File: src/core/ama_pkg.sv
// Purpose: shared constants and types for the address modifier arithmetic unit
// Assumes: 24-bit address pointers, modifier type taken from the low 16 modifier bits
// Notes: bits 23..16 of the modifier register are ignored by the type decode
`default_nettype none

package ama_pkg;

  localparam int unsigned AW = 24;
  localparam int unsigned MODW = 15;

  // modifier field positions
  localparam int unsigned MOD_TYPE_LSB = 0;
  localparam int unsigned MOD_TYPE_MSB = 15;
  localparam int unsigned MOD_WRAP_BIT = 15;
  localparam int unsigned MOD_WRAP_ZERO_BIT = 14;
  localparam int unsigned MOD_WRAP_M_MSB = 13;

  // modifier codes in the low 16 bits
  localparam logic [15:0] MOD_LINEAR = 16'hffff;
  localparam logic [15:0] MOD_REVERSE = 16'h0000;

  // values after reset
  localparam logic [AW-1:0] RST_ADDR = 24'h000000;
  localparam logic RST_VALID = 1'h0;

  // cycles from a taken request to its answer
  localparam int unsigned UPD_LATENCY = 1;

  // pointer update requested by the decoder
  typedef enum logic [2:0] {
    AMA_OP_NONE = 3'b000,
    AMA_OP_POST_INC = 3'b001,
    AMA_OP_POST_DEC = 3'b010,
    AMA_OP_POST_ADD = 3'b011,
    AMA_OP_POST_SUB = 3'b100,
    AMA_OP_INDEXED = 3'b101,
    AMA_OP_PRE_DEC = 3'b110
  } ama_op_t;

  // arithmetic selected by the modifier register
  typedef enum logic [2:0] {
    AMA_TYPE_LINEAR = 3'b000,
    AMA_TYPE_REVERSE = 3'b001,
    AMA_TYPE_MODULO = 3'b010,
    AMA_TYPE_WRAP = 3'b011,
    AMA_TYPE_RESERVED = 3'b100
  } ama_type_t;

endpackage

`default_nettype wire

File: src/core/ama_unit.sv
// Purpose: address pointer update arithmetic (linear, reverse-carry, modulo, wrap-around)
// Assumes: operands and op come from logic on clk; one request may be taken every cycle
// Notes: answer stands one cycle after the request; reserved modifiers fall back to linear
`timescale 1ns/100ps
`default_nettype none

module ama_unit (
  input wire logic clk,
  input wire logic sys_rst,
  input wire logic upd_valid,
  input wire ama_pkg::ama_op_t upd_op,
  input wire logic [ama_pkg::AW-1:0] address_pointer,
  input wire logic [ama_pkg::AW-1:0] offset_register,
  input wire logic [ama_pkg::AW-1:0] modifier_register,
  output logic res_valid_q,
  output logic [ama_pkg::AW-1:0] new_pointer_q,
  output logic [ama_pkg::AW-1:0] operand_addr_q,
  output ama_pkg::ama_type_t mod_type_q,
  output logic reserved_q
);

  ////////////////////////////////////////////////////////////////////////////////
  // helpers

  function automatic logic [ama_pkg::AW-1:0] bit_rev(input logic [ama_pkg::AW-1:0] v);
    logic [ama_pkg::AW-1:0] r;
    r = '0;
    for (int i = 0; i < ama_pkg::AW; i++) begin
      r[i] = v[ama_pkg::AW-1-i];
    end
    return r;
  endfunction

  // ones from the top set bit of m downward: 2^k-1 with 2^k >= m+1
  function automatic logic [ama_pkg::MODW-1:0] smear(input logic [ama_pkg::MODW-1:0] m);
    logic [ama_pkg::MODW-1:0] s;
    s = m;
    for (int i = 1; i < ama_pkg::MODW; i++) begin
      s = s | (s >> 1);
    end
    return s;
  endfunction

  function automatic ama_pkg::ama_type_t decode_type(input logic [15:0] mf);
    ama_pkg::ama_type_t t;
    t = ama_pkg::AMA_TYPE_RESERVED;
    if (mf == ama_pkg::MOD_LINEAR) begin
      t = ama_pkg::AMA_TYPE_LINEAR;
    end else if (mf == ama_pkg::MOD_REVERSE) begin
      t = ama_pkg::AMA_TYPE_REVERSE;
    end else if (!mf[ama_pkg::MOD_WRAP_BIT]) begin
      t = ama_pkg::AMA_TYPE_MODULO;
    end else if (!mf[ama_pkg::MOD_WRAP_ZERO_BIT] && mf[ama_pkg::MOD_WRAP_M_MSB:0] != 14'h0000 &&
                 smear({1'b0, mf[ama_pkg::MOD_WRAP_M_MSB:0]}) ==
                 {1'b0, mf[ama_pkg::MOD_WRAP_M_MSB:0]}) begin
      t = ama_pkg::AMA_TYPE_WRAP;
    end
    return t;
  endfunction

  ////////////////////////////////////////////////////////////////////////////////
  // update arithmetic

  logic res_valid_d;
  logic [ama_pkg::AW-1:0] new_pointer_d;
  logic [ama_pkg::AW-1:0] operand_addr_d;
  ama_pkg::ama_type_t mod_type_d;
  logic reserved_d;

  logic [15:0] mod_field;
  logic [ama_pkg::MODW-1:0] mod_m1;
  logic [ama_pkg::AW-1:0] blk_mask;
  logic [ama_pkg::AW-1:0] mod_size;
  logic [ama_pkg::AW-1:0] base_addr;
  logic [ama_pkg::AW-1:0] rel_addr;
  logic [ama_pkg::AW-1:0] step_mag;
  logic step_sub;
  logic [ama_pkg::AW-1:0] lin_sum;
  logic [ama_pkg::AW-1:0] upd_addr;

  always_comb begin
    logic [ama_pkg::AW-1:0] rel_new;
    rel_new = '0;
    // every pointer arrives with its own modifier, so any op meets any type
    mod_field = modifier_register[ama_pkg::MOD_TYPE_MSB:ama_pkg::MOD_TYPE_LSB];
    mod_type_d = decode_type(mod_field);
    reserved_d = (mod_type_d == ama_pkg::AMA_TYPE_RESERVED);
    mod_m1 = mod_field[ama_pkg::MODW-1:0];
    // block geometry comes from the modifier, base and offset from the pointer; nothing is stored
    blk_mask = {{(ama_pkg::AW-ama_pkg::MODW){1'b0}}, smear(mod_m1)};
    mod_size = {{(ama_pkg::AW-ama_pkg::MODW){1'b0}}, mod_m1} + 24'h000001;
    base_addr = address_pointer & ~blk_mask;
    rel_addr = address_pointer & blk_mask;

    case (upd_op)
      ama_pkg::AMA_OP_POST_INC, ama_pkg::AMA_OP_POST_DEC, ama_pkg::AMA_OP_PRE_DEC: begin
        step_mag = 24'h000001;
      end
      ama_pkg::AMA_OP_POST_ADD, ama_pkg::AMA_OP_POST_SUB, ama_pkg::AMA_OP_INDEXED: begin
        step_mag = offset_register;
      end
      default: begin
        step_mag = 24'h000000;
      end
    endcase
    step_sub = (upd_op == ama_pkg::AMA_OP_POST_DEC) || (upd_op == ama_pkg::AMA_OP_PRE_DEC) ||
               (upd_op == ama_pkg::AMA_OP_POST_SUB);

    // one adder serves signed and unsigned offsets alike
    lin_sum = step_sub ? address_pointer - step_mag : address_pointer + step_mag;

    case (mod_type_d)
      ama_pkg::AMA_TYPE_REVERSE: begin
        // carry runs MSB to LSB by working on reversed operands
        upd_addr = bit_rev(step_sub ? bit_rev(address_pointer) - bit_rev(step_mag)
                                    : bit_rev(address_pointer) + bit_rev(step_mag));
      end
      ama_pkg::AMA_TYPE_MODULO: begin
        if (step_mag != 24'h000000 && (step_mag & blk_mask) == 24'h000000) begin
          upd_addr = lin_sum;
        end else begin
          // single correction only: offsets above M are not folded further
          if (step_sub) begin
            rel_new = (rel_addr < step_mag) ? rel_addr + mod_size - step_mag
                                            : rel_addr - step_mag;
          end else begin
            rel_new = rel_addr + step_mag;
            if (rel_new > {{(ama_pkg::AW-ama_pkg::MODW){1'b0}}, mod_m1}) begin
              rel_new = rel_new - mod_size;
            end
          end
          upd_addr = base_addr | (rel_new & blk_mask);
        end
      end
      ama_pkg::AMA_TYPE_WRAP: begin
        // low k bits of the plain sum wrap any number of times
        upd_addr = base_addr | (lin_sum & blk_mask);
      end
      default: begin
        upd_addr = lin_sum;
      end
    endcase

    res_valid_d = upd_valid;
    operand_addr_d = address_pointer;
    new_pointer_d = address_pointer;
    if (upd_valid) begin
      case (upd_op)
        ama_pkg::AMA_OP_INDEXED: begin
          operand_addr_d = upd_addr;
        end
        ama_pkg::AMA_OP_PRE_DEC: begin
          operand_addr_d = upd_addr;
          new_pointer_d = upd_addr;
        end
        ama_pkg::AMA_OP_NONE: begin
          new_pointer_d = address_pointer;
        end
        default: begin
          new_pointer_d = upd_addr;
        end
      endcase
    end
  end

  always_ff @(posedge clk or posedge sys_rst) begin
    if (sys_rst) begin
      res_valid_q <= ama_pkg::RST_VALID;
      new_pointer_q <= ama_pkg::RST_ADDR;
      operand_addr_q <= ama_pkg::RST_ADDR;
      mod_type_q <= ama_pkg::AMA_TYPE_LINEAR;
      reserved_q <= 1'b0;
    end else begin
      res_valid_q <= res_valid_d;
      new_pointer_q <= new_pointer_d;
      operand_addr_q <= operand_addr_d;
      mod_type_q <= mod_type_d;
      reserved_q <= reserved_d;
    end
  end

  logic [ama_pkg::AW-1:0] prev_base;
  logic [ama_pkg::AW-1:0] prev_mask;
  logic [ama_pkg::AW-1:0] prev_m1;
  always_ff @(posedge clk or posedge sys_rst) begin
    if (sys_rst) begin
      prev_base <= ama_pkg::RST_ADDR;
      prev_mask <= ama_pkg::RST_ADDR;
      prev_m1 <= ama_pkg::RST_ADDR;
    end else begin
      prev_base <= base_addr;
      prev_mask <= blk_mask;
      prev_m1 <= {{(ama_pkg::AW-ama_pkg::MODW){1'b0}}, mod_m1};
    end
  end
endmodule // ama_unit

`default_nettype wire

File: config.mk
export PLATFORM = sky130hd
export DESIGN_NAME = ama_unit
export DESIGN_NICKNAME = d
export VERILOG_FILES = /design/src/core/ama_pkg.sv /design/src/core/ama_unit.sv
export SDC_FILE = /design/constraint.sdc
export NUM_CORES = 1
export LEC_CHECK = 0
export ABC_AREA = 1
export BUFFER_PORTS_ARGS = -buffer_cell sky130_fd_sc_hd__buf_2
export CORE_MARGIN = 3
export CORE_UTILIZATION = 40
export DETAILED_ROUTE_END_ITERATION = 12
export PLACE_DENSITY_LB_ADDON = 0.12
export SLEW_MARGIN = 20
export SYNTH_ARGS = -nofsm -noshare
export SYNTH_HDL_FRONTEND = slang
export SYNTH_SLANG_ARGS = --single-unit
File: constraint.sdc
create_clock -name clk -period 5 [get_ports clk]
set_input_delay 1.5 -clock clk [delete_from_list [all_inputs] [get_ports clk]]
set_output_delay 1.5 -clock clk [all_outputs]
set_load 0.005 [all_outputs]
# Yosys cells after proc, flatten, opt, wreduce, memory -nomap -nowiden
# Cells that the tools add are included.
# op_classes
add_sub_neg	10
n_lt_le_gt_ge	2
n_eq_ne	12
n_mux	18
bitwise_logic	36
n_reduce_logical	15
# op_table
op	n
$mux W24	12
$or A15 B14 Y15	14
$or A14 B13 Y14	14
$and A24 B15 Y24	4
$sub A24 B24 Y24	4
$add A24 B24 Y24	3
$pmux W24 S3	1
$or A24 B24 Y24	2
$pmux W24 S2	1
$add A24 B16 Y24	1
$and A24 B24 Y24	1
$gt A24 B15 Y1	1
$logic_not A24 Y1	1
$lt A24 B24 Y1	1
$not A15 Y24	1
$reduce_bool A24 Y1	1
$sub A24 B16 Y24	1
$add A15 B1 Y16 const B	1
$eq A16 B16 Y1 const B	1
$logic_not A16 Y1	1
$eq A14 B14 Y1	1
$reduce_bool A14 Y1	1
$eq A3 B2 Y1 const B	4
$eq A3 B3 Y1 const B	4
8 further kinds	17
# word_totals
reg_bits	53
inputBits	78
out_inout_bits	53
elab_cells	98

# Longest topological paths before layout
# depth
ltp_word	28
ltp_mapped	40
depth_no_buf	39

# Worst setup path after synthesis
# OpenSTA, ideal clock, no wires.
# synth_path
kind	in2reg
start	input port modifier_register[14] (netlist name)
end	register operand_addr_q[3] (netlist name)
setup_time_ns	0.138
t_arrival_ns	5.740
required_ns	4.862
slack_ns	-0.878
stages	36
path_buffers	2
path_cell_list	buf_4 > nor2_4 > nand2_2 > nor2_1 > nand2_1 > nor2_2 > nand2_1 > nor2_2 > nand2_1 > nand2_1 > inv_1 > ha_1 > fa_1 > nand2_1 > nand2_1 > nand3_1 > nand2_1 > a31o_2 > xor2_1 > inv_1 > ha_1 > nand2_1 > nor2_1 > a211oi_1 > nor2_1 > nor2_1 > nand2_1 > nand2_1 > clkbuf_1 > nand3_1 > nand3_1 > nand3_1 > nand2_1 > nand3_1 > nand2_1 > a21boi_0
# synth_via
elab_chain_len	27
elab_cells_between_ends	52
classes_between	5 x add/sub; 2 x order compare; 4 x eq/ne; 13 x mux; 22 x bitwise; 6 x reduce/logical
# synth_lines
element	line	source
start, declared	ama_unit.sv:14	input wire logic [ama_pkg::AW-1:0] modifier_register,
$or A15 B14 Y15 (14 in series)	ama_unit.sv:39	s = s | (s >> 1);
$and A24 B15 Y24	ama_unit.sv:93	rel_addr = address_pointer & blk_mask;
$add A24 B24 Y24 / $add A24 B16 Y24 (equally long branches)	ama_unit.sv:127, ama_unit.sv:124	
$sub A24 B16 Y24, or another cell as far along	ama_unit.sv:129	rel_new = rel_new - mod_size;
$mux W24 (on tied branches)	ama_unit.sv:128, ama_unit.sv:124	
$mux W24	ama_unit.sv:123	if (step_sub) begin
$mux W24	ama_unit.sv:119	if (step_mag != 24'h000000 && (step_mag & blk_mask) == 24'h000000) begin
$mux W24	ama_unit.sv:112	case (mod_type_d)
$and A24 B15 Y24	ama_unit.sv:132	upd_addr = base_addr | (rel_new & blk_mask);
$or A24 B24 Y24	ama_unit.sv:132	
$mux W24	ama_unit.sv:119	
$pmux W24 S3 (*)	ama_unit.sv:112	
$mux W24 (*)	ama_unit.sv:148	case (upd_op)
$mux W24 (*)	ama_unit.sv:147	if (upd_valid) begin
via operand_addr_d (one bit)	ama_unit.sv:66	logic [ama_pkg::AW-1:0] operand_addr_d;
end signal, assigned	ama_unit.sv:170	operand_addr_q <= ama_pkg::RST_ADDR;
end signal, assigned	ama_unit.sv:176	operand_addr_q <= operand_addr_d;
end, declared	ama_unit.sv:17	output logic [ama_pkg::AW-1:0] operand_addr_q,
# Mark *: on every way through the listed nets, which the timed path passes. The rest lies on a longest branch. The select of a mux whose other input is x is not followed.

# Final worst setup path
# layout_path
start	input port modifier_register[7] (netlist name)
end	register operand_addr_q[5] (netlist name)
# The elaborated chain is that of the path after synthesis.

==> impl_metrics.env <==
export IMPL_outcome="finished with violations"
export IMPL_violations="negative setup slack"
export IMPL_cap_violations=0
export IMPL_cpMostUsedCell="nand2_2"
export IMPL_die_area_um2=31840
export IMPL_critical_path_class="in2reg"
export IMPL_htreeDepth=2
export IMPL_grt_ovfl_total=0
export IMPL_p_leak_nw=10.76
export IMPL_n_antenna_cell=0
export IMPL_synthTopCellsByCount="nand2_1 (462), inv_1 (310), nor2_1 (217), nand3_1 (149), a21oi_1 (143)"
export IMPL_end_kind="flop"
export IMPL_place_area_um2=17360
export IMPL_grt_pass1_wl_um=83160
export IMPL_grt_usage_pct=33.57
export IMPL_numCtsBuffers=5
export IMPL_start_util_pct=40.99
export IMPL_drive_above_1_share_pct=42.70
export IMPL_grt_pass1_vias=15311
export IMPL_stdcell_count=3105
export IMPL_vias=16224
export IMPL_grt_setup_unrepaired="yes"
export IMPL_final_cell_area_um2=20250
export IMPL_power_density_nw_per_um2=236.8
export IMPL_antenna_found_initial=0
export IMPL_num_rows=62
export IMPL_clock_sinks=53
export IMPL_finalSetupTns_ns=-24.52
export IMPL_ir_drop_uv=174.0
export IMPL_worstHoldPathType="in2async"
export IMPL_start_kind="input port"
export IMPL_drt_first_pass_iters=7
export IMPL_ys_types=53
export IMPL_finalHoldViolations=0
export IMPL_cp_data_arrival_time_ns=6.04
export IMPL_final_setup_worst_slack_ns=-0.8813
export IMPL_clk_transition_reported_paths_ns=0.07
export IMPL_dp_cells=3026
export IMPL_finalPower_mw=4.795
export IMPL_syn_area_per_cell_um2=6.003
export IMPL_synth_edf_count=0
export IMPL_synth_area_um2=11890
export IMPL_core_area_um2=29010
export IMPL_ys_flop_type="dfrtp_1"
export IMPL_routed_wl_um=56530
export IMPL_hold_worst_slack_ns=1.342
export IMPL_critical_path_max_fanout=8
export IMPL_die_y_um=178.4
export IMPL_synth_top_cell_by_area="nand2_1"
export IMPL_synthDominantCellAreaShare_pct=14.58
export IMPL_fmax_ghz=0.1700
export IMPL_async_flop_share_pct=100.0
export IMPL_setup_violations=37
export IMPL_avgRoutedWirePerCell_um=18.21
export IMPL_postSynthCellCount=1981
export IMPL_place_congestion=0.9955
export IMPL_relSlewSlack_pct=42.08
export IMPL_place_hpwl_um=46950
export IMPL_slew_viol_final=0
export IMPL_grt_max_degree=54
export IMPL_ys_seq_elements=53
export IMPL_worst_ep_required_time_ns=5.15
export IMPL_syn2layout_area_growth_pct=70.28
export IMPL_drt_iter0_drc=1092
export IMPL_io_buffers=122
export IMPL_drc=0
export IMPL_dieWidth_um=178.4
export IMPL_synth_area_top_cells="nand2_1 (15%), ha_1 (13%), dfrtp_1 (11%), inv_1 (9.8%), xor2_1 (7.8%)"
export IMPL_io_pins=131
export IMPL_tritoncts="built"
export IMPL_root_buffer="clkbuf_16"
export IMPL_yosysWarnings=0
export IMPL_via_per_inst=5.225
export IMPL_synth_most_common_cell="nand2_1"
export IMPL_crit_path_top_delay_cell="fa_2"
export IMPL_period_share_pct=117.6
export IMPL_ys_seq_area_share_pct=11.15
export IMPL_nets=2941
export IMPL_min_period_ns=5.881
export IMPL_cts_max_path_buffers=2
export IMPL_tightest_slew_ns=0.8689
export IMPL_antenna_left=0
export IMPL_slowest_delay_ns=0.39
export IMPL_syn_nets=2202
## sequential cells by signal, summed over array words and instances (netlist names)
signal	cells
new_pointer_q	24
operand_addr_q	24
mod_type_q	3
res_valid_q	1
reserved_q	1
## stage by stage
step / util [%] / setup WS, ns
3_5_place_dp: 59.83 / -1.392
3_3_place_gp: 59.83 / -1.334
2_1_floorplan: - / -0.5291
5_1_grt: 69.80 / -1.142
6_report: 69.80 / -0.8813
4_1_cts: 64.11 / -0.7387
## area by class of cell
class	instances	area, µm²
Tap cell	384	480.5
Clock buffer	5	125.1
Multi-Input combinational cell	1571	11250
Sequential cell	53	1326
Fill cell	2529	8762
Clock inverter	3	21.27
Timing Repair Buffer	767	5813
Inverter	322	1230
## metal layers
| layer | vias up | share of wire (%) | wire length, µm | track usage [%] |
|---|---|---|---|---|
| met2 | 573 | 47 | 26820 | 57.85 |
| met1 | 7628 | 44 | 24720 | 44.99 |
| met3 | 109 | 5.2 | 2923 | 1.788 |
| met5 | - | 0 | 0 | 0 |
| li1 | 7914 | - | - | - |
| met4 | 0 | 3.6 | 2057 | 10.39 |
## final timing paths
kind                                      start  slack (ns)                  to  cells past startpoint
setup / recovery           modifier_register[7]       -0.88   operand_addr_q[5]                     40
hold / removal                          sys_rst        1.34   operand_addr_q[4]                      2
max in group asynchronous               sys_rst        3.13  operand_addr_q[23]                      2
min in group clk                      upd_valid        1.36         res_valid_q                      1
## critical path: cells and delay by family
family                     cells  cell delay (ns)
AOI/OAI and AO/OA              3             0.48
xor gates and xnor gates       1             0.17
adders and majority gates      3             0.82
buffers and inverters          7             0.68
and+or+nand+nor               26             2.39
## power by group
| part | leakage, nW | switching, mW | internal, mW |
|---|---|---|---|
| sequential | 0.609 | 0.0109 | 0.476 |
| clock | 0.0702 | 0.163 | 0.187 |
| combinational | 10.1 | 2.10 | 1.86 |
| total | 10.8 | 2.27 | 2.52 |
## timing repair
action | 4_1_cts | 5_1_grt
endpoints found under the hold margin | 0 | 0
cloned | 2 | 1
setup endpoints to repair | 48 | 48
buffers inserted | 26 | 47
hold buffers | 0 | 0
resized for setup | 194 | 282
pin swaps | 80 | 148
## cell usage in the layout (no fill, tap or decap), types with 7 or more instances in the layout
master    count
nand3_4      17
a31oi_1      10
or2_2        20
buf_2       115
buf_6        32
dfrtp_1      53
nor2_1      183
fa_1         18
nor2_4       30
a21oi_1     109
buf_12       14
nand2_4      26
xor2_1       89
xor2_4        9
o21ai_1      22
inv_2        20
nand3_1      93
nand2_1     372
a21oi_4       9
nor2_2       25
a21boi_1     13
or2_4         8
xnor2_1      16
nand2_2      66
inv_1       292
nand2_8       7
nor3_1       15
ha_1         96
a21oi_2      26
o211ai_1     13
buf_4       601
a21o_1        9
ha_4         26
o21ai_0      62
nand3_2      39
o21ai_2      11
nand4_1      52
xor2_2        8
## logic make-up after synthesis
logic type,after synthesis,synth area share [%]
DFF,53,11.15
AOI/OAI and AO/OA,329,15.87
adders and majority gates,143,16.24
buffers and inverters,358,11.64
muxes,4,0.3367
and+or+nand+nor,970,35.63
xor gates and xnor gates,124,9.132
Power figures use the tool's default switching activity.
